==> config.mk <==
export PLATFORM = sky130hd
export DESIGN_NAME = cib_charger_regs
export DESIGN_NICKNAME = d
export VERILOG_FILES = /design/src/common/cib_pkg.sv /design/src/hdl/cib_delay_timer.sv /design/src/hdl/cib_timer_pace.sv /design/src/hdl/cib_charger_regs.sv
export VERILOG_INCLUDE_DIRS = /design/src /design/src/common
export SDC_FILE = /design/constraint.sdc
export NUM_CORES = 1
export LEC_CHECK = 0
export BUFFER_PORTS_ARGS = -buffer_cell sky130_fd_sc_hd__clkbuf_2
export CAP_MARGIN = 30
export CORE_AREA = 10 10 153 155
export DETAILED_ROUTE_END_ITERATION = 10
export DIE_AREA = 0 0 163 165
export PLACE_DENSITY = 0.63
export SYNTH_ARGS = -nofsm -noshare
export SYNTH_HDL_FRONTEND = slang
export SYNTH_SLANG_ARGS = --single-unit
==> constraint.sdc <==
create_clock -name sys_clk_i -period 4.7 [get_ports sys_clk_i]
set_clock_uncertainty 0.1 [all_clocks]
set_input_delay 0.94 -clock sys_clk_i [delete_from_list [all_inputs] [get_ports sys_clk_i]]
set_output_delay 0.94 -clock sys_clk_i [all_outputs]
set_load 0.1 [all_outputs]
==> src/common/cib_params.svh <==
// Purpose: named constants of the register slice
// Assumes: included by bare name from the design files
// Notes: one define per figure
`ifndef CIB_PARAMS_SVH
`define CIB_PARAMS_SVH

// ----------------------------------------------------------------------------
// register offsets
// ----------------------------------------------------------------------------
`define CIB_OFS_INPUT_THR 8'h06
`define CIB_OFS_BSW_TMR 8'h07
`define CIB_OFS_STATUS 8'h08
`define CIB_OFS_REG_RST 8'h0B

// ----------------------------------------------------------------------------
// reset values and writable masks
// ----------------------------------------------------------------------------
`define CIB_RST_INPUT_THR 8'h46
`define CIB_RST_BSW_TMR 8'h4C
`define CIB_MSK_INPUT_THR 8'hCF
`define CIB_MSK_BSW_TMR 8'h6F
`define CIB_BIT_REG_RST 7

// ----------------------------------------------------------------------------
// field positions
// ----------------------------------------------------------------------------
`define CIB_OV_HI 7
`define CIB_OV_LO 6
`define CIB_VIN_HI 3
`define CIB_VIN_LO 0
`define CIB_BIT_TMR2X 6
`define CIB_BIT_BSW_DIS 5
`define CIB_BIT_BSW_DLY 3
`define CIB_BIT_BSW_RST_EN 2
`define CIB_TRK_HI 1
`define CIB_TRK_LO 0

// ----------------------------------------------------------------------------
// thresholds in millivolts
// ----------------------------------------------------------------------------
`define CIB_OV_MV_0 16'd5500
`define CIB_OV_MV_1 16'd6500
`define CIB_OV_MV_2 16'd10500
`define CIB_OV_MV_3 16'd14000
`define CIB_VIN_BASE_MV 16'd3900
`define CIB_VIN_STEP_MV 16'd100
`define CIB_TRK_MV_1 16'd200
`define CIB_TRK_MV_2 16'd250
`define CIB_TRK_MV_3 16'd300

// ----------------------------------------------------------------------------
// timing and bus
// ----------------------------------------------------------------------------
`define CIB_CLK_HZ 125000000
`define CIB_BSW_DLY_S 10
`define CIB_BSW_DLY_CYCLES (`CIB_BSW_DLY_S * `CIB_CLK_HZ)
`define CIB_BYTE_BITS 4'd8
// arbitrary bus address
`define CIB_DEV_ADDR_DEF 7'h2A

`endif

==> src/common/cib_pkg.sv <==
// Purpose: shared types of the charger register slice
// Assumes: nothing
// Notes: constants live in cib_params.svh
package cib_pkg;

  typedef logic [15:0] cib_mv_t;

  typedef enum logic [2:0] {
    I2C_IDLE,
    I2C_ADDR,
    I2C_WRITE,
    I2C_ACK,
    I2C_READ,
    I2C_RACK
  } cib_i2c_state_e;

endpackage

==> src/hdl/cib_delay_timer.sv <==
// Purpose: fixed delay while run_i is held
// Assumes: run_i synchronous
// Notes: dropping run_i cancels and clears the count
`timescale 1ns/100ps
module cib_delay_timer
  import cib_pkg::*;
#(
  parameter int unsigned CYCLES = 1
)(
  // clock and reset
  input wire logic sys_clk_i,
  input wire logic rst_n_i,
  // control
  input wire logic run_i,
  output logic done_o
);

  localparam int unsigned W = (CYCLES < 2) ? 1 : $clog2(CYCLES);

  if (CYCLES < 1) begin : g_bad_cycles
    $error("CYCLES below one");
  end

  logic [W-1:0] cnt_ff;
  logic [W-1:0] nxt_cnt;
  logic done_ff;
  logic nxt_done;

  always_comb begin
    nxt_cnt = cnt_ff;
    nxt_done = done_ff;
    if (!run_i) begin
      nxt_cnt = '0;
      nxt_done = 1'b0;
    end else if (!done_ff) begin
      if (cnt_ff == W'(CYCLES - 1)) begin
        nxt_done = 1'b1;
      end else begin
        nxt_cnt = cnt_ff + W'(1);
      end
    end
  end

  always_ff @(posedge sys_clk_i or negedge rst_n_i) begin
    if (!rst_n_i) begin
      cnt_ff <= '0;
      done_ff <= 1'b0;
    end else begin
      cnt_ff <= nxt_cnt;
      done_ff <= nxt_done;
    end
  end

  assign done_o = done_ff;

endmodule // cib_delay_timer

==> src/hdl/cib_timer_pace.sv <==
// Purpose: passes or halves the safety-timer tick
// Assumes: tick_i is a one-cycle enable pulse
// Notes: output tick lags the input by one cycle
`timescale 1ns/100ps
module cib_timer_pace
  import cib_pkg::*;
(
  // clock and reset
  input wire logic sys_clk_i,
  input wire logic rst_n_i,
  // ticks
  input wire logic tick_i,
  input wire logic slow_i,
  output logic tick_o
);

  logic half_ff;
  logic nxt_half;
  logic tick_ff;
  logic nxt_tick;

  // every second tick passes while slowed
  always_comb begin
    nxt_half = half_ff;
    if (!slow_i) begin
      nxt_half = 1'b0;
    end else if (tick_i) begin
      nxt_half = ~half_ff;
    end
    nxt_tick = tick_i & (~slow_i | half_ff);
  end

  always_ff @(posedge sys_clk_i or negedge rst_n_i) begin
    if (!rst_n_i) begin
      half_ff <= 1'b0;
      tick_ff <= 1'b0;
    end else begin
      half_ff <= nxt_half;
      tick_ff <= nxt_tick;
    end
  end

  assign tick_o = tick_ff;

endmodule // cib_timer_pace

==> src/hdl/cib_charger_regs.sv <==
// Purpose: input threshold, battery-switch and status registers behind an I2C target
// Assumes: scl_i and sda_i are synchronous to sys_clk_i; sda is open drain
// Notes: decoded thresholds are given in millivolts
//
// Operation
// overvoltage code maps 5.5, 6.5, 10.5, 14 V; code 01 after reset
// input regulation threshold is 3.9 V plus 100 mV per code; 0110 after reset
// slowdown bit halves safety timer during input or thermal regulation; set at reset
// switch disable bit 1 turns battery switch off, 0 lets it on; clear at reset
// delay bit 0 turns off at once, 1 waits about 10 s
// switch reset-enable bit set at reset, restored by register reset and watchdog
// effective regulation threshold is higher of register and battery plus track offset; track code 00 uses the register value only
// status reports input source type: none, standard host port, adapter
// source-type field never carries the software input current limit
// status reports charge phase: idle, pre-charge, fast, termination
// thermal flag is one while thermal regulation is active
// system flag is one while battery below minimum and regulation active
// register-reset bit restores defaults, resets safety timer, then clears itself
// status and reserved bits ignore writes; reserved bits read zero
`timescale 1ns/100ps
`include "cib_params.svh"
module cib_charger_regs
  import cib_pkg::*;
#(
  // arbitrary target address
  parameter logic [6:0] DEV_ADDR = `CIB_DEV_ADDR_DEF,
  parameter int unsigned BSW_DLY_CYCLES = `CIB_BSW_DLY_CYCLES
)(
  // clock and reset
  input wire logic sys_clk_i,
  input wire logic rst_n_i,
  // i2c pins
  input wire logic scl_i,
  input wire logic sda_i,
  output logic sda_o,
  output logic sda_oe_o,
  // charger state inputs
  input wire logic [2:0] input_source_type_i,
  input wire logic [1:0] charge_phase_i,
  input wire logic power_good_flag_i,
  input wire logic thermal_regulation_i,
  input wire logic battery_below_minimum_i,
  input wire logic system_minimum_regulation_i,
  input wire logic input_voltage_regulation_i,
  input wire logic input_current_regulation_i,
  input wire logic [15:0] battery_mv_i,
  // safety timer and watchdog
  input wire logic safety_tick_i,
  input wire logic watchdog_expired_i,
  output logic safety_tick_o,
  output logic safety_timer_reset_o,
  // decoded controls
  output logic [15:0] input_overvoltage_threshold_mv_o,
  output logic [15:0] input_voltage_regulation_threshold_mv_o,
  output logic [15:0] effective_regulation_threshold_mv_o,
  output logic battery_switch_on_o,
  output logic battery_switch_reset_enable_o
);

  if (BSW_DLY_CYCLES < 1) begin : g_bad_delay
    $error("BSW_DLY_CYCLES below one");
  end

  // --------------------------------------------------------------------------
  // decode functions
  // --------------------------------------------------------------------------
  function automatic cib_mv_t ov_mv(input logic [1:0] code);
    cib_mv_t v;
    v = `CIB_OV_MV_0;
    unique case (code)
      2'h0: v = `CIB_OV_MV_0;
      2'h1: v = `CIB_OV_MV_1;
      2'h2: v = `CIB_OV_MV_2;
      2'h3: v = `CIB_OV_MV_3;
    endcase
    return v;
  endfunction

  function automatic cib_mv_t vin_mv(input logic [3:0] code);
    return cib_mv_t'(`CIB_VIN_BASE_MV + `CIB_VIN_STEP_MV * {12'h000, code});
  endfunction

  function automatic cib_mv_t trk_mv(input logic [1:0] code);
    cib_mv_t v;
    v = 16'h0000;
    unique case (code)
      2'h0: v = 16'h0000;
      2'h1: v = `CIB_TRK_MV_1;
      2'h2: v = `CIB_TRK_MV_2;
      2'h3: v = `CIB_TRK_MV_3;
    endcase
    return v;
  endfunction

  // --------------------------------------------------------------------------
  // pin edges
  // --------------------------------------------------------------------------
  logic scl_q_ff;
  logic sda_q_ff;
  logic scl_rise;
  logic scl_fall;
  logic bus_start;
  logic bus_stop;

  assign scl_rise = scl_i & ~scl_q_ff;
  assign scl_fall = ~scl_i & scl_q_ff;
  assign bus_start = scl_i & scl_q_ff & sda_q_ff & ~sda_i;
  assign bus_stop = scl_i & scl_q_ff & ~sda_q_ff & sda_i;

  always_ff @(posedge sys_clk_i or negedge rst_n_i) begin
    if (!rst_n_i) begin
      scl_q_ff <= 1'b1;
      sda_q_ff <= 1'b1;
    end else begin
      scl_q_ff <= scl_i;
      sda_q_ff <= sda_i;
    end
  end

  // --------------------------------------------------------------------------
  // i2c target
  // --------------------------------------------------------------------------
  cib_i2c_state_e state_ff;
  cib_i2c_state_e nxt_state;
  logic [3:0] cnt_ff;
  logic [3:0] nxt_cnt;
  logic [7:0] shift_ff;
  logic [7:0] nxt_shift;
  logic [7:0] ptr_ff;
  logic [7:0] nxt_ptr;
  logic oe_ff;
  logic nxt_oe;
  logic rw_ff;
  logic nxt_rw;
  logic first_ff;
  logic nxt_first;
  logic nack_ff;
  logic nxt_nack;
  logic wr_en;
  logic [7:0] rd_data_ff;

  always_comb begin
    nxt_state = state_ff;
    nxt_cnt = cnt_ff;
    nxt_shift = shift_ff;
    nxt_ptr = ptr_ff;
    nxt_oe = oe_ff;
    nxt_rw = rw_ff;
    nxt_first = first_ff;
    nxt_nack = nack_ff;
    wr_en = 1'b0;
    if (bus_start) begin
      nxt_state = I2C_ADDR;
      nxt_cnt = 4'h0;
      nxt_oe = 1'b0;
    end else if (bus_stop) begin
      nxt_state = I2C_IDLE;
      nxt_oe = 1'b0;
    end else begin
      unique case (state_ff)
        I2C_IDLE: begin
        end
        I2C_ADDR, I2C_WRITE: begin
          if (scl_rise && cnt_ff != `CIB_BYTE_BITS) begin
            nxt_shift = {shift_ff[6:0], sda_i};
            nxt_cnt = cnt_ff + 4'h1;
          end else if (scl_fall && cnt_ff == `CIB_BYTE_BITS) begin
            if (state_ff == I2C_ADDR) begin
              if (shift_ff[7:1] == DEV_ADDR) begin
                nxt_state = I2C_ACK;
                nxt_oe = 1'b1;
                nxt_rw = shift_ff[0];
                nxt_first = ~shift_ff[0];
              end else begin
                nxt_state = I2C_IDLE;
              end
            end else begin
              nxt_state = I2C_ACK;
              nxt_oe = 1'b1;
              if (first_ff) begin
                nxt_ptr = shift_ff;
                nxt_first = 1'b0;
              end else begin
                wr_en = 1'b1;
                nxt_ptr = ptr_ff + 8'h01;
              end
            end
          end
        end
        I2C_ACK: begin
          if (scl_fall) begin
            if (rw_ff) begin
              nxt_shift = rd_data_ff;
              nxt_oe = ~rd_data_ff[7];
              nxt_cnt = 4'h1;
              nxt_state = I2C_READ;
            end else begin
              nxt_oe = 1'b0;
              nxt_cnt = 4'h0;
              nxt_state = I2C_WRITE;
            end
          end
        end
        I2C_READ: begin
          if (scl_fall) begin
            if (cnt_ff != `CIB_BYTE_BITS) begin
              nxt_shift = {shift_ff[6:0], 1'b0};
              nxt_oe = ~shift_ff[6];
              nxt_cnt = cnt_ff + 4'h1;
            end else begin
              nxt_oe = 1'b0;
              nxt_ptr = ptr_ff + 8'h01;
              nxt_state = I2C_RACK;
            end
          end
        end
        I2C_RACK: begin
          if (scl_rise) begin
            nxt_nack = sda_i;
          end else if (scl_fall) begin
            if (nack_ff) begin
              nxt_state = I2C_IDLE;
            end else begin
              nxt_shift = rd_data_ff;
              nxt_oe = ~rd_data_ff[7];
              nxt_cnt = 4'h1;
              nxt_state = I2C_READ;
            end
          end
        end
      endcase
    end
  end

  always_ff @(posedge sys_clk_i or negedge rst_n_i) begin
    if (!rst_n_i) begin
      state_ff <= I2C_IDLE;
      cnt_ff <= 4'h0;
      shift_ff <= 8'h00;
      ptr_ff <= 8'h00;
      oe_ff <= 1'b0;
      rw_ff <= 1'b0;
      first_ff <= 1'b0;
      nack_ff <= 1'b0;
    end else begin
      state_ff <= nxt_state;
      cnt_ff <= nxt_cnt;
      shift_ff <= nxt_shift;
      ptr_ff <= nxt_ptr;
      oe_ff <= nxt_oe;
      rw_ff <= nxt_rw;
      first_ff <= nxt_first;
      nack_ff <= nxt_nack;
    end
  end

  assign sda_o = 1'b0;
  assign sda_oe_o = oe_ff;

  // --------------------------------------------------------------------------
  // register bank
  // --------------------------------------------------------------------------
  logic [7:0] thr_ff;
  logic [7:0] nxt_thr;
  logic [7:0] bsw_ff;
  logic [7:0] nxt_bsw;
  logic [7:0] stat_ff;
  logic [7:0] nxt_stat;
  logic reg_rst_ff;
  logic nxt_reg_rst;
  logic tmr_rst_ff;
  logic [7:0] nxt_rd_data;

  always_comb begin
    nxt_thr = thr_ff;
    nxt_bsw = bsw_ff;
    nxt_reg_rst = reg_rst_ff;
    if (reg_rst_ff) begin
      // defaults then self-clear
      nxt_thr = `CIB_RST_INPUT_THR;
      nxt_bsw = `CIB_RST_BSW_TMR;
      nxt_reg_rst = 1'b0;
    end else begin
      if (wr_en) begin
        // masked writes only
        unique case (ptr_ff)
          `CIB_OFS_INPUT_THR: nxt_thr = shift_ff & `CIB_MSK_INPUT_THR;
          `CIB_OFS_BSW_TMR: nxt_bsw = shift_ff & `CIB_MSK_BSW_TMR;
          `CIB_OFS_REG_RST: nxt_reg_rst = shift_ff[`CIB_BIT_REG_RST];
          default: begin
          end
        endcase
      end
      if (watchdog_expired_i) begin
        // watchdog restores bits
        nxt_bsw[`CIB_BIT_TMR2X] = 1'b1;
        nxt_bsw[`CIB_BIT_BSW_RST_EN] = 1'b1;
      end
    end
    // source type as reported
    // no current limit here
    // charge phase field
    // thermal flag
    // system minimum flag
    nxt_stat = {input_source_type_i, charge_phase_i, power_good_flag_i, thermal_regulation_i,
                battery_below_minimum_i & system_minimum_regulation_i};
    // reserved reads zero
    unique case (ptr_ff)
      `CIB_OFS_INPUT_THR: nxt_rd_data = thr_ff;
      `CIB_OFS_BSW_TMR: nxt_rd_data = bsw_ff;
      `CIB_OFS_STATUS: nxt_rd_data = stat_ff;
      `CIB_OFS_REG_RST: nxt_rd_data = {reg_rst_ff, 7'h00};
      default: nxt_rd_data = 8'h00;
    endcase
  end

  always_ff @(posedge sys_clk_i or negedge rst_n_i) begin
    if (!rst_n_i) begin
      // overvoltage code 01
      // regulation code 0110
      thr_ff <= `CIB_RST_INPUT_THR;
      // power-on values
      bsw_ff <= `CIB_RST_BSW_TMR;
      stat_ff <= 8'h00;
      reg_rst_ff <= 1'b0;
      tmr_rst_ff <= 1'b0;
      rd_data_ff <= 8'h00;
    end else begin
      thr_ff <= nxt_thr;
      bsw_ff <= nxt_bsw;
      stat_ff <= nxt_stat;
      reg_rst_ff <= nxt_reg_rst;
      // safety timer reset pulse
      tmr_rst_ff <= reg_rst_ff;
      rd_data_ff <= nxt_rd_data;
    end
  end

  assign safety_timer_reset_o = tmr_rst_ff;

  // --------------------------------------------------------------------------
  // decoded thresholds
  // --------------------------------------------------------------------------
  cib_mv_t ov_ff;
  cib_mv_t vin_ff;
  cib_mv_t eff_ff;
  cib_mv_t nxt_ov;
  cib_mv_t nxt_vin;
  cib_mv_t nxt_eff;
  cib_mv_t trk_sum;

  always_comb begin
    // overvoltage decode
    nxt_ov = ov_mv(thr_ff[`CIB_OV_HI:`CIB_OV_LO]);
    // regulation decode
    nxt_vin = vin_mv(thr_ff[`CIB_VIN_HI:`CIB_VIN_LO]);
    // higher of both, register only when track code is 00
    trk_sum = cib_mv_t'(battery_mv_i + trk_mv(bsw_ff[`CIB_TRK_HI:`CIB_TRK_LO]));
    nxt_eff = nxt_vin;
    if (bsw_ff[`CIB_TRK_HI:`CIB_TRK_LO] != 2'h0 && trk_sum > nxt_vin) begin
      nxt_eff = trk_sum;
    end
  end

  always_ff @(posedge sys_clk_i or negedge rst_n_i) begin
    if (!rst_n_i) begin
      ov_ff <= 16'h0000;
      vin_ff <= 16'h0000;
      eff_ff <= 16'h0000;
    end else begin
      ov_ff <= nxt_ov;
      vin_ff <= nxt_vin;
      eff_ff <= nxt_eff;
    end
  end

  assign input_overvoltage_threshold_mv_o = ov_ff;
  assign input_voltage_regulation_threshold_mv_o = vin_ff;
  assign effective_regulation_threshold_mv_o = eff_ff;

  // --------------------------------------------------------------------------
  // battery switch and safety timer pace
  // --------------------------------------------------------------------------
  logic dly_done;
  logic bsw_on_ff;
  logic nxt_bsw_on;
  logic slow_timer;

  cib_delay_timer #(
    .CYCLES(BSW_DLY_CYCLES)
  ) u_bsw_delay (
    .sys_clk_i(sys_clk_i),
    .rst_n_i(rst_n_i),
    .run_i(bsw_ff[`CIB_BIT_BSW_DIS] & bsw_ff[`CIB_BIT_BSW_DLY]),
    .done_o(dly_done)
  );

  always_comb begin
    // disable turns switch off
    // immediate or delayed
    nxt_bsw_on = ~(bsw_ff[`CIB_BIT_BSW_DIS] & (~bsw_ff[`CIB_BIT_BSW_DLY] | dly_done));
    // slowdown condition
    slow_timer = bsw_ff[`CIB_BIT_TMR2X] &
                 (input_voltage_regulation_i | input_current_regulation_i | thermal_regulation_i);
  end

  always_ff @(posedge sys_clk_i or negedge rst_n_i) begin
    if (!rst_n_i) begin
      bsw_on_ff <= 1'b1;
    end else begin
      bsw_on_ff <= nxt_bsw_on;
    end
  end

  cib_timer_pace u_pace (
    .sys_clk_i(sys_clk_i),
    .rst_n_i(rst_n_i),
    .tick_i(safety_tick_i),
    .slow_i(slow_timer),
    .tick_o(safety_tick_o)
  );

  assign battery_switch_on_o = bsw_on_ff;
  assign battery_switch_reset_enable_o = bsw_ff[`CIB_BIT_BSW_RST_EN];

endmodule // cib_charger_regs

==> metrics.md <==
| Metric | Value |
|---|---|
| Pins Over Slew Limit | 0 |
| CTS Hold Bufs | 0 |
| Grt ovf | 0 |
| Synthesis-to-layout area growth | 17.5% |
| Num rows | 52 |
| Area after DPL | 7710 um^2 |
| Vias in the first global route | 5299 |
| EDFF count, synth | 0 |
| Worst-path cell chain | inv_1, ha_1, or2_2, ha_1, a21oi_1, nor2b_1, a221o_1, o21ai_0, xnor2_1, ha_1, and4_1, nand3_1, nor2_1, a2111oi_1, a22o_1, a31oi_2, buf_4, mux2_4 |
| Setup TNS | 0 ns |
| Cell mode on critical path | ha_1 |
| Max Fclk | 226 MHz |
| Final nets | 852 |
| Final hold vios | 0 |
| Pwr Density | 532 nW/um^2 |
| Max clock buf depth | 2 |
| Chip Width | 163 um |
| Initial antenna violation count | 0 |
| Status | complete, no violations |
| Routability Congestion | 0.857 |
| CTS clock-pin slew for the worst setup and hold paths | 0.06 ns |
| Post-cts resize count | 0 |
| Critical Path Source Type | flip-flop |
| Largest net degree at the start of global routing | 59 |
| 1st-pass router iterations | 5 |
| Total clock sinks | 129 |
| Slowest-stage cell, CP | dfrtp_2 |
| CP Class | flip-flop to flip-flop |
| Critical Path Fanout Max | 6 |
| Slowest Stage Delay on Critical Path | 0.41 ns |
| Layout cells sized above 1 | 19.5% |
| CTS tree | yes |
| Vias/cell | 4.88 |
| Avg Cell Area, Syn | 10.2 um^2 |
| DIE HEIGHT | 165 um |
| Via count | 5145 |
| Critical path arrival | 4.63 ns |
| Starting Density | 34.9% |
| WL/cell | 15.5 um |
| Total Wirelength | 16400 um |
| Crit. End Element | flip-flop |
| Register Area | 3240 um^2 |
| Cell Area, Synth | 7050 um^2 |
| Htree depth | 4 |
| Period minus WS final | 4.43 ns |
| Synthesized instance count | 691 |
| First-pass GRT wire length | 27100 um |
| Hold crit path type | flip-flop to flip-flop |
| Worst slew pin tran | 0.781 ns |
| Filler cell count | 2002 |
| Max Cap Viol | 0 |
| Skew-Pair Late Insertion Delay | 0.42 ns |
| Final setup viols | 0 |
| Antenna Cells | 0 |
| Drt drc | 0 |
| Dpl hpwl | 11900 um |
| Post-synth top flop | dfrtp_1 |
| Synthesized flop and latch total | 129 |
| Rel. slew slack | 48.0% |
| Leakage | 0.00403 uW |
| Fin crit share | 94.3% |
| Post-synth ARST share | 100% |
| RSZ-0062 raised after global routing | false |
| Worst VDD drop | 0.232 mV |
| CTS Buf Count | 17 |
| Global-route usage over all layers | 12.5% |
| Post-Layout Inst Area | 8280 um^2 |
| IO buf count | 76 |
| Synth Warn # | 0 |
| Initial DRC count | 337 |
| Setup Fix Bufs, Post-CTS | 0 |
| Number of routed nets with antenna violations | 0 |
| Area of the multi-input gates | 3490 um^2 |
| Root buf cell | clkbuf_16 |
| Required @ worst endpoint | 4.90 ns |
| Synth cell types | 69 |
| Top-level port count | 87 |
| Die Area | 26900 um^2 |
| Core Region | 20200 um^2 |
| Register area share after synthesis | 46.0% |
[synthesized netlist by cell type, types with 3 or more instances]
cell | instances | share of area, %
a31oi_1 | 4 | 0.36
o31ai_1 | 3 | 0.32
nor3b_1 | 6 | 0.64
and4_1 | 7 | 0.87
a311o_1 | 4 | 0.57
clkbuf_1 | 16 | 0.85
xnor2_1 | 17 | 2.1
dfrtp_1 | 120 | 43
a211o_1 | 3 | 0.37
a22o_1 | 3 | 0.37
o211ai_1 | 3 | 0.32
inv_1 | 43 | 2.3
nor2b_1 | 6 | 0.53
nand2b_1 | 9 | 0.80
a211oi_1 | 3 | 0.32
or3_1 | 3 | 0.27
a222oi_1 | 5 | 0.71
and2_1 | 9 | 0.80
xor2_1 | 37 | 4.6
nand2_1 | 54 | 2.9
dfstp_2 | 9 | 3.4
nand3_1 | 20 | 1.4
ha_1 | 46 | 8.2
mux2_2 | 5 | 0.80
o21ai_0 | 31 | 2.2
o22ai_1 | 3 | 0.27
nand4_1 | 13 | 1.2
buf_4 | 14 | 1.5
mux2_4 | 7 | 1.5
mux2i_1 | 20 | 2.8
and3_1 | 10 | 0.89
nor3_1 | 8 | 0.57
a21o_1 | 9 | 0.96
or2_2 | 3 | 0.27
nor4_1 | 4 | 0.36
nor2_1 | 61 | 3.2
a21oi_1 | 32 | 2.3
[final timing paths]
| kind | from | endpoint | slack (ns) | cells after the start |
|---|---|---|---|---|
| worst max-delay path | bsw_ff[0] | effective_regulation_threshold_mv_o[12] | 0.27 | 18 |
| worst min-delay path | stat_ff[6] | rd_data_ff[6] | 0.37 | 2 |
| worst max register to register | bsw_ff[0] | effective_regulation_threshold_mv_o[12] | 0.27 | 18 |
| worst min register to register | stat_ff[6] | rd_data_ff[6] | 0.37 | 2 |
| max in group asynchronous | rst_n_i | thr_ff[1] | 3.00 | 2 |
| min in group asynchronous | rst_n_i | u_pace.tick_o | 0.51 | 1 |
[cells by family (layout without fill, tap and decap cells)]
logic type               Yosys count  after routing  synth area share [%]
AND/OR/NAND/NOR                  225            225                  16.2
flip-flops                       129            129                  46.0
AO/OA/AOI/OAI                    123            123                  11.8
buffers and inverters             77            162                  4.99
XOR/XNOR                          56             56                  7.17
adder cells (fa/ha/maj)           48             48                  8.60
multiplexers                      32             32                  5.13
other                              1             10                0.0532
[per-stage QoR]
| stage | hold slack (ns) | cells | total power, uW | util [%] | setup WS, ns |
|---|---|---|---|---|---|
| finish | 0.370 | 1055 | 4410 | 41.1 | 0.268 |
| global route | 0.393 | 1055 | 4680 | 41.1 | 0.00959 |
| CTS | 0.369 | 1055 | 4450 | 41.0 | 0.194 |
| detailed placement | 0.353 | 1023 | 3160 | 38.2 | 0.140 |
| global placement | 0.353 | 1022 | 3140 | 38.1 | 0.207 |
| floorplan | 0.313 | 700 | 2790 | - | 0.426 |
[worst max-delay path: cells and delay by family, from the launching register on]
kind,cells,cell delay [ns]
AO/OA/AOI/OAI,6,1.47
adder cells (fa/ha/maj),3,0.86
AND/OR/NAND/NOR,5,0.73
flip-flops,1,0.41
multiplexers,1,0.30
buffers and inverters,2,0.28
XOR/XNOR,1,0.18
[layer usage]
metal,routed length (um),vias to the layer above,global-route usage [%],share of wire (%)
li1,-,2557,-,-
met2,7420,124,19.1,45
met3,794,23,3.41,4.9
met5,0,-,0,0
met4,347,0,5.08,2.1
met1,7810,2441,16.3,48
[layout by cell type, fill, tap and decap left out, types with 5 or more instances in the layout]
master | netlist | layout
inv_1 | 43 | 43
a21oi_1 | 32 | 32
and2_1 | 9 | 9
xor2_1 | 37 | 37
a222oi_1 | 5 | 5
dfrtp_1 | 120 | 119
nand2b_1 | 9 | 9
dfstp_2 | 9 | 9
a21o_1 | 9 | 9
mux2i_1 | 20 | 20
clkinvlp_4 | 0 | 5
nand4_1 | 13 | 13
ha_1 | 46 | 46
nand3_1 | 20 | 20
clkbuf_16 | 0 | 17
conb_1 | 1 | 10
mux2_4 | 7 | 7
nor3_1 | 8 | 8
nor2b_1 | 6 | 6
nand2_1 | 54 | 54
and3_1 | 10 | 10
buf_4 | 14 | 11
clkbuf_2 | 0 | 75
and4_1 | 7 | 7
mux2_2 | 5 | 5
nor3b_1 | 6 | 5
o21ai_0 | 31 | 31
xnor2_1 | 17 | 17
nor2_1 | 61 | 61
[power breakdown]
group          switching (uW)  leakage, uW  internal, uW
clock                     497     0.000261           766
sequential                169      0.00165          1290
combinational            1150      0.00212           537
[flip-flops by register name, summed over array words and instances (netlist names), 8 cells and up]
register                                 flops
effective_regulation_threshold_mv_o         16
input_overvoltage_threshold_mv_o             8
rd_data_ff                                   8
input_voltage_regulation_threshold_mv_o     11
ptr_ff                                       8
stat_ff                                      8
shift_ff                                     8
u_bsw_delay.cnt_ff                          31
[area by class of cell]
cell class	instances	area share, %
clock buffers	23	5.77
clock inverters	9	0.997
inverters	43	1.95
multi-input cells	494	42.2
flip-flops and latches	129	39.1
well taps	270	4.08
repair buffers	87	5.86
Note: power is estimated with default switching activity, not from simulation.
